### src/hw/crs_pkg.sv
`default_nettype none
package crs_pkg;
	localparam int unsigned CLK_HZ          = 20000000;
	localparam int unsigned CFG_W           = 8;
	localparam logic [7:0]  CFG_RESET       = 8'h00;
	localparam int unsigned RESET_RELEASE_CLKS = 2;
	localparam int unsigned PON_RESET_MIN_MS = 1;
	localparam int unsigned PON_RESET_MIN_CLKS = (CLK_HZ / 1000) * PON_RESET_MIN_MS;
	localparam int unsigned RESET_MAX_MS    = 10;
	localparam int unsigned RESET_MAX_CLKS  = (CLK_HZ / 1000) * RESET_MAX_MS;
	typedef enum logic [2:0] {
		CRS_RESET,
		CRS_RUN,
		CRS_STOP_GRANT,
		CRS_SLEEP
	} crs_state_t;
endpackage : crs_pkg
`default_nettype wire

### src/hw/crs_top.sv
`default_nettype none
module crs_top #(
	parameter int unsigned CFG_W           = crs_pkg::CFG_W,
	parameter int unsigned PON_RESET_CLKS  = crs_pkg::PON_RESET_MIN_CLKS
) (
	input  wire logic             sys_clk,
	input  wire logic             rstn,
	input  wire logic             supply_stable_in,
	input  wire logic             bus_reset_n,
	input  wire logic             stop_clock_request_n,
	input  wire logic             sleep_request_n,
	input  wire logic             snoop_req,
	input  wire logic             intr_req,
	input  wire logic [CFG_W-1:0] cfg_pins,
	input  wire logic             mgmt_parts_fitted,
	output var  logic             socket_present_n,
	output var  logic             socket_present_oe,
	output var  logic             mgmt_parts_present,
	output var  logic             mgmt_parts_present_oe,
	output var  logic             bus_out_oe,
	output var  logic             cache_inval,
	output var  logic             in_reset,
	output var  logic             core_clk_en,
	output var  logic             bus_clk_en,
	output var  logic             stop_grant,
	output var  logic             sleeping,
	output var  logic             snoop_ack,
	output var  logic             intr_ack,
	output var  logic [CFG_W-1:0] cfg_q,
	output var  logic             cfg_valid
);
	crs_pkg::crs_state_t state_q;
	crs_pkg::crs_state_t state_d;
	logic                rst_seen_q;
	logic                rst_prev_q;
	logic                armed_q;

	// reset is any of: board reset, supply not stable (local rstn acts in the flops)
	wire held_reset  = !supply_stable_in || !bus_reset_n;
	wire release_edg = rst_prev_q && !held_reset && armed_q;
	wire stop_req    = !stop_clock_request_n;
	wire slp_req     = !sleep_request_n;

	always_comb begin
		state_d = state_q;
		case (state_q)
			crs_pkg::CRS_RESET: begin
				if (release_edg) state_d = crs_pkg::CRS_RUN;
			end
			crs_pkg::CRS_RUN: begin
				if (stop_req) state_d = crs_pkg::CRS_STOP_GRANT;
			end
			crs_pkg::CRS_STOP_GRANT: begin
				if (slp_req) state_d = crs_pkg::CRS_SLEEP;
				else if (!stop_req) state_d = crs_pkg::CRS_RUN;
			end
			crs_pkg::CRS_SLEEP: begin
				if (!slp_req) state_d = crs_pkg::CRS_STOP_GRANT;
			end
			default: state_d = crs_pkg::CRS_RESET;
		endcase
		if (held_reset) state_d = crs_pkg::CRS_RESET;
	end

	wire nxt_run   = (state_d == crs_pkg::CRS_RUN);
	wire nxt_sg    = (state_d == crs_pkg::CRS_STOP_GRANT);
	wire nxt_slp   = (state_d == crs_pkg::CRS_SLEEP);
	wire nxt_rst   = (state_d == crs_pkg::CRS_RESET);
	// sleep answers nothing but reset and sleep release
	wire snoop_d   = snoop_req && (nxt_run || nxt_sg) && !held_reset;
	wire intr_d    = intr_req && (nxt_run || nxt_sg) && !held_reset;

	always_ff @(posedge sys_clk) begin
		if (!rstn) begin
			state_q    <= crs_pkg::CRS_RESET;
			rst_prev_q <= 1'b1;
			armed_q    <= 1'b0;
		end else begin
			state_q    <= state_d;
			rst_prev_q <= held_reset;
			// release only counts once a reset was seen after supply rose
			armed_q    <= supply_stable_in && (armed_q || !bus_reset_n);
		end
	end

	always_ff @(posedge sys_clk) begin
		if (!rstn) begin
			bus_out_oe  <= 1'b0;
			cache_inval <= 1'b1;
			in_reset    <= 1'b1;
			core_clk_en <= 1'b0;
			bus_clk_en  <= 1'b0;
			stop_grant  <= 1'b0;
			sleeping    <= 1'b0;
			snoop_ack   <= 1'b0;
			intr_ack    <= 1'b0;
		end else begin
			bus_out_oe  <= !nxt_rst;
			cache_inval <= nxt_rst;
			in_reset    <= nxt_rst;
			core_clk_en <= nxt_run;
			bus_clk_en  <= nxt_run || nxt_sg;
			stop_grant  <= nxt_sg;
			sleeping    <= nxt_slp;
			snoop_ack   <= snoop_d;
			intr_ack    <= intr_d;
		end
	end

	// strap sampled by clocked logic at release, never by reset itself
	always_ff @(posedge sys_clk) begin
		if (!rstn) begin
			cfg_q     <= CFG_W'(crs_pkg::CFG_RESET);
			cfg_valid <= 1'b0;
		end else begin
			if (release_edg) cfg_q <= cfg_pins;
			cfg_valid <= supply_stable_in && (cfg_valid || release_edg);
		end
	end

	always_ff @(posedge sys_clk) begin
		if (!rstn) begin
			socket_present_n      <= 1'b0;
			socket_present_oe     <= 1'b1;
			mgmt_parts_present    <= 1'b0;
			mgmt_parts_present_oe <= 1'b1;
		end else begin
			socket_present_n      <= 1'b0;
			socket_present_oe     <= 1'b1;
			// floats when parts are fitted, grounded otherwise
			mgmt_parts_present    <= 1'b0;
			mgmt_parts_present_oe <= !mgmt_parts_fitted;
		end
	end

	logic [31:0] rst_len_q;
	always_ff @(posedge sys_clk) begin
		if (!rstn) rst_len_q <= 32'h0;
		else if (held_reset) rst_len_q <= rst_len_q + 32'h1;
		else rst_len_q <= 32'h0;
	end

	property p_oe_release;
		@(posedge sys_clk) disable iff (!rstn)
		held_reset |-> ##[1:2] !bus_out_oe;
	endproperty
	a_oe_release: assert property (p_oe_release) else $error("outputs not released after reset");

	property p_inval;
		@(posedge sys_clk) disable iff (!rstn)
		held_reset |=> cache_inval && in_reset;
	endproperty
	a_inval: assert property (p_inval) else $error("no invalidate during reset");

	property p_cfg;
		@(posedge sys_clk) disable iff (!rstn)
		release_edg |=> cfg_q == $past(cfg_pins) && cfg_valid;
	endproperty
	a_cfg: assert property (p_cfg) else $error("config not captured at release");

	property p_sock;
		@(posedge sys_clk) disable iff (!rstn)
		1'b1 |=> !socket_present_n && socket_present_oe;
	endproperty
	a_sock: assert property (p_sock) else $error("socket present not grounded");

	property p_sleep_in;
		@(posedge sys_clk) disable iff (!rstn)
		stop_grant && slp_req && !held_reset |=> sleeping && !bus_clk_en;
	endproperty
	a_sleep_in: assert property (p_sleep_in) else $error("sleep not entered");

	property p_sleep_quiet;
		@(posedge sys_clk) disable iff (!rstn)
		sleeping && slp_req |=> !snoop_ack && !intr_ack;
	endproperty
	a_sleep_quiet: assert property (p_sleep_quiet) else $error("sleep answered snoop or interrupt");

	property p_sleep_out;
		@(posedge sys_clk) disable iff (!rstn)
		sleeping && !slp_req && !held_reset |=> stop_grant && bus_clk_en;
	endproperty
	a_sleep_out: assert property (p_sleep_out) else $error("sleep exit wrong");

	property p_mgmt;
		@(posedge sys_clk) disable iff (!rstn)
		1'b1 |=> mgmt_parts_present_oe == $past(!mgmt_parts_fitted) && !mgmt_parts_present;
	endproperty
	a_mgmt: assert property (p_mgmt) else $error("mgmt pin wrong");

	property p_sg;
		@(posedge sys_clk) disable iff (!rstn)
		core_clk_en && stop_req && !held_reset |=> stop_grant && !core_clk_en && bus_clk_en;
	endproperty
	a_sg: assert property (p_sg) else $error("stop grant not entered");

	property p_hold;
		@(posedge sys_clk) disable iff (!rstn)
		!supply_stable_in |=> in_reset ##1 in_reset;
	endproperty
	a_hold: assert property (p_hold) else $error("ran without supply");

	property p_sg_snoop;
		@(posedge sys_clk) disable iff (!rstn)
		stop_grant && stop_req && !slp_req && snoop_req && !held_reset |=> snoop_ack;
	endproperty
	a_sg_snoop: assert property (p_sg_snoop) else $error("stop grant dropped a snoop");

	property p_sleep_hold;
		@(posedge sys_clk) disable iff (!rstn)
		sleeping && slp_req && !held_reset |=> sleeping && !core_clk_en && !bus_clk_en;
	endproperty
	a_sleep_hold: assert property (p_sleep_hold) else $error("sleep left without release");

	// a release seen before any board reset pulse must not start the core
	property p_no_early_run;
		@(posedge sys_clk) disable iff (!rstn)
		in_reset && !armed_q |=> in_reset;
	endproperty
	a_no_early_run: assert property (p_no_early_run) else $error("ran before reset pulse");

	c_boot:  cover property (@(posedge sys_clk) disable iff (!rstn) release_edg ##1 core_clk_en);
	c_sg:    cover property (@(posedge sys_clk) disable iff (!rstn) stop_grant ##1 sleeping);
	c_wake:  cover property (@(posedge sys_clk) disable iff (!rstn) sleeping ##1 stop_grant ##[1:4] core_clk_en);
	c_long:  cover property (@(posedge sys_clk) disable iff (!rstn) rst_len_q == 32'(PON_RESET_CLKS));
	c_slp_rst: cover property (@(posedge sys_clk) disable iff (!rstn) sleeping && held_reset ##1 in_reset);
endmodule : crs_top
`default_nettype wire

### config.mk
export PLATFORM = sky130hd
export DESIGN_NAME = crs_top
export DESIGN_NICKNAME = d
export VERILOG_FILES = /design/src/hw/crs_pkg.sv /design/src/hw/crs_top.sv
export SDC_FILE = /design/constraint.sdc
export NUM_CORES = 1
export LEC_CHECK = 0
export ABC_CLOCK_PERIOD_IN_PS = 1650
export BUFFER_PORTS_ARGS = -buffer_cell sky130_fd_sc_hd__buf_4
export CAP_MARGIN = 20
export CORE_ASPECT_RATIO = 0.8
export CORE_MARGIN = 4
export CORE_UTILIZATION = 44
export DETAILED_ROUTE_END_ITERATION = 12
export PLACE_DENSITY = 0.76
export SYNTH_ARGS = -nofsm -noshare
export SYNTH_HDL_FRONTEND = slang
export SYNTH_SLANG_ARGS = --single-unit
### constraint.sdc
create_clock -name sys_clk -period 1.65 [get_ports sys_clk]
set_clock_uncertainty 0.2 [all_clocks]
set_input_delay 0.165 -clock sys_clk [delete_from_list [all_inputs] [get_ports sys_clk]]
set_output_delay 0.165 -clock sys_clk [all_outputs]
set_load 0.01 [all_outputs]
* Word level (Yosys, flattened, before mapping) *
Index checks and enable logic that the tools add are counted.

word-level totals
  logic and storage cells = 46
  input bits = 17
  output and inout bits = 22
  register bits = 23

operators by class
  muxes and demuxes = 7
  reductions and logical operators = 19
  equal/unequal tests = 6

operators by type and width
  kind                  number
  $mux W3               6
  $eq A3 B2 Y1 const B  4
  $pmux W3 S4           1
  $logic_and A1 B1 Y1   8
  $eq A3 B1 Y1 const B  2
  $logic_not A3 Y1      2
  $logic_not A1 Y1      5
  $logic_or A1 B1 Y1    4

* Logic depth before layout (Yosys ltp) *
  word-level depth = 12
  gate-level depth with buffers = 5
  depth with buffers taken out = 4

* Worst setup path after synthesis *
Ideal clock, no wire load.

  kind = register -> register
  start point = register state_q[0]
  end point = register stop_grant
  buffers on the path = 0
  library setup time = 115 ps
  required time = 1335 ps
  arrival = 1043 ps
  period minus slack after synthesis = 1358 ps
  stages on the path, launching flop included = 5
  path slack = 292 ps
  path through = dfxtp_1 > nand2b_1 > a31o_2 > and2_1 > o21a_1

on the way
  word-level cells in the longest chain between the ends = 5
  elaborated cells on any way between the ends = 12
  those cells by class = eq/ne (4); mux (7); reduce/logical (1)

RTL lines
  element                 line            RTL
  from (decl)             crs_top.sv:32   crs_pkg::crs_state_t state_q;
  from (signal assigned)  crs_top.sv:75   state_q <= crs_pkg::CRS_RESET;
  from (signal assigned)  crs_top.sv:79   state_q <= state_d;
  $mux W3                 crs_top.sv:55   else if (!stop_req) state_d = crs_pkg::CRS_RUN;
  $mux W3                 crs_top.sv:54   if (slp_req) state_d = crs_pkg::CRS_SLEEP;
  $pmux W3 S4 (*)         crs_top.sv:46   case (state_q)
  $mux W3 (*)             crs_top.sv:62   if (held_reset) state_d = crs_pkg::CRS_RESET;
  $eq A3 B2 Y1 (*)        crs_top.sv:66   wire nxt_sg = (state_d == crs_pkg::CRS_STOP_GRANT);
  to (signal assigned)    crs_top.sv:103  stop_grant <= nxt_sg;
  to (decl)               crs_top.sv:25   output var logic stop_grant,

Every way passes the cells marked *; elsewhere a longest branch is shown, timed or not.
A chain may end at the register's enable or synchronous reset.

==> reports/results.tsv <==
stage	metric	value	unit
run_status	outcome	finished clean	
floorplan	fp-row-count	13	
pwr	p_per_area	718	nW/um^2
logic_synthesis	synth_edf_count	0	
detailed_routing	ant_nets	0	
detailed_routing	avgRoutedWirePerCell	12.0	um
global_routing	grt_pass1_wl	3.06	mm
floorplan	io_pins	39	
cts	cts_tree	done	
cts	cts-root-buf	clkbuf_4	
floorplan	die_area	2640	sq um
detailed_routing	wl	1.99	mm
setup_path	critical_path_class	input port to register	
cells_and_area	area_growth	55.8	%
logic_synthesis	ys.flop_type	dfxtp_1	
global_routing	met3_usage	0.0588	
cells_and_area	final_layout_size_suffix_gt1_frac	0.299	
cts	cts-htree-levels	1	
cells_and_area	utilization	0.760	
logic_synthesis	ys_async_sr_fraction	0	
pwr	power.total	0.923	mW
cts	numCtsBuffers	3	
setup_path	endpoint_kind	register	
sta	fin_crit_sh	0.933	
sta	max_clock_freq	650	MHz
logic_synthesis	yosysSeqAreaShare	0.558	
detailed_routing	via_per_inst	4.58	
setup_path	crit_required	1.67	ns
pwr	p_leak	0.562	nW
sta	setup_viol	0	
setup_path	path_max_fanout	11	
global_routing	grt_max_degree	13	
logic_synthesis	ys_types	22	
sta	rsz0062_at_grt	false	
global_routing	overflow	0	
floorplan	die_w	56.4	um
sta	period_needed	1.54	ns
sta	tns	0	ns
global_routing	grt_pass1_vias	709	
cts	path_clk_slew	0.12	ns
setup_path	crit_path_start_kind	input port	
cells_and_area	n_antenna_cell	0	
pwr	peakVddDrop	0.000598	V
logic_synthesis	syn_avg_cell_area	9.06	sq um
logic_synthesis	ys_warn_count	0	
logic_synthesis	synth.cell_area	825	sq um
detailed_routing	drc_errors	0	
placed_design	portBuffers	35	
cts	cts_setup_buffers	0	
floorplan	initial_utilization	0.487	
floorplan	die_h	46.7	um
detailed_routing	vias	761	
detailed_routing	drtIter0Drc	12	
placed_design	gp_congestion	0.701	
logic_synthesis	syn_inst	91	
global_routing	use_met2	0.296	
detailed_routing	firstDrtPassIters	5	
cts	worstSkewPairLatency	0.31	ns
cells_and_area	nNetsFinal	162	
sta	finalHoldViolCount	0	
sta	slew_viol_final	0	
setup_path	arrival	1.55	ns
global_routing	antenna_found_initial	0	
logic_synthesis	synth_seq_cells	23	
global_routing	busiest_layer	met2	
floorplan	fp.coreArea	1690	sq um
global_routing	met1_usage	0.159	
cts	cts.sinks	23	
placed_design	place.detailed.hpwl	1.39	mm
cts	cts_buffer_depth	2	
global_routing	grt.total_usage	0.162	
min_path	hp-class	input port to register	
job	cap_viol_max_count	0	
-- per-layer routing --
metal / vias to the layer above / share of wire
met3: 6 / 0.061
met1: 335 / 0.39
met4: 0 / 0.036
met5: - / 0
met2: 28 / 0.52
li1: 392 / -
-- final cells by class --
type	count	area, sq um
multi-input cells	60	315
repair buffers	53	440
clock buffers	4	26.3
flip-flops and latches	23	460
well taps	22	27.5
inverters	4	15.0
fillers	138	407
-- state kept, by name, summed over array words and instances (netlist names) --
signal / count
armed_q: 1
bus_clk_en: 1
bus_out_oe: 1
cfg_q: 8
cfg_valid: 1
core_clk_en: 1
in_reset: 1
intr_ack: 1
mgmt_parts_present_oe: 1
rst_prev_q: 1
sleeping: 1
snoop_ack: 1
state_q: 3
stop_grant: 1
-- Yosys cell counts (2+ instances only) --
cell type | n | area share
dfxtp_1 | 23 | 0.56
nand2_1 | 22 | 0.10
a21boi_0 | 8 | 0.073
nor2_1 | 6 | 0.027
buf_4 | 5 | 0.046
inv_1 | 4 | 0.018
nor3_1 | 4 | 0.024
a21oi_1 | 3 | 0.018
conb_1 | 2 | 0.0091
nand2b_1 | 2 | 0.015
-- layout by cell type (no fill, tap or decap) --
master,count
and3_4,1
nand2_2,1
buf_4,36
and2_1,1
inv_1,4
nand3_1,1
nor2_1,6
a21boi_0,8
a21oi_1,3
nand4_1,1
a31o_2,1
clkbuf_4,3
nor3b_2,1
and4_1,1
nand2_1,22
clkbuf_1,1
conb_1,4
dlygate4sd3_1,17
o221ai_1,1
o21a_1,1
dfxtp_1,23
nor2b_1,1
nor3_1,4
nand2b_1,2
-- worst max-delay path: stages --
cell and delay (ns):
dlygate4sd3_1 0.54, buf_4 0.17, nand2_1 0.09, a21oi_1 0.04, dlygate4sd3_1 0.55
-- cell families after synthesis --
family | Yosys count | share of synthesized area
simple gates | 42 | 0.243
flops | 23 | 0.558
other cells | 2 | 0.00911
compound gates | 14 | 0.121
buf+inv | 10 | 0.0683
-- worst paths after layout --
check	depth (start not counted)	endpoint	slack [ns]	from
max	5	armed_q	0.11	rstn
min	4	bus_clk_en	0.15	sleep_request_n
min reg2reg	2	cfg_q[6]	0.28	cfg_q[6]
max reg2reg	4	snoop_ack	0.17	state_q[0]
-- metrics by stage --
step,setup slack (ns),instance area (sq um),hold WS (ns),cells
3_5_place_dp,0.174,1090,0.137,145
4_1_cts,0.148,1280,0.142,166
2_1_floorplan,0.292,832,0.0269,93
5_1_grt,0.0426,1280,0.145,166
3_3_place_gp,0.243,1090,0.128,145
6_report,0.111,1280,0.150,166
-- what timing repair did --
| action | 4_1_cts | 5_1_grt |
|---|---|---|
| hold buffers | 17 | 0 |
| setup endpoints to repair | 0 | 0 |
| resized for setup | 0 | 0 |
| endpoints found under the hold margin | 14 | 0 |
-- power breakdown --
group | leakage, nW | switching, mW | internal (mW)
Clock | 0.0150 | 0.162 | 0.0947
Combinational | 0.360 | 0.0360 | 0.0636
Sequential | 0.186 | 0.00405 | 0.563
Power figures use the tool's default switching activity.
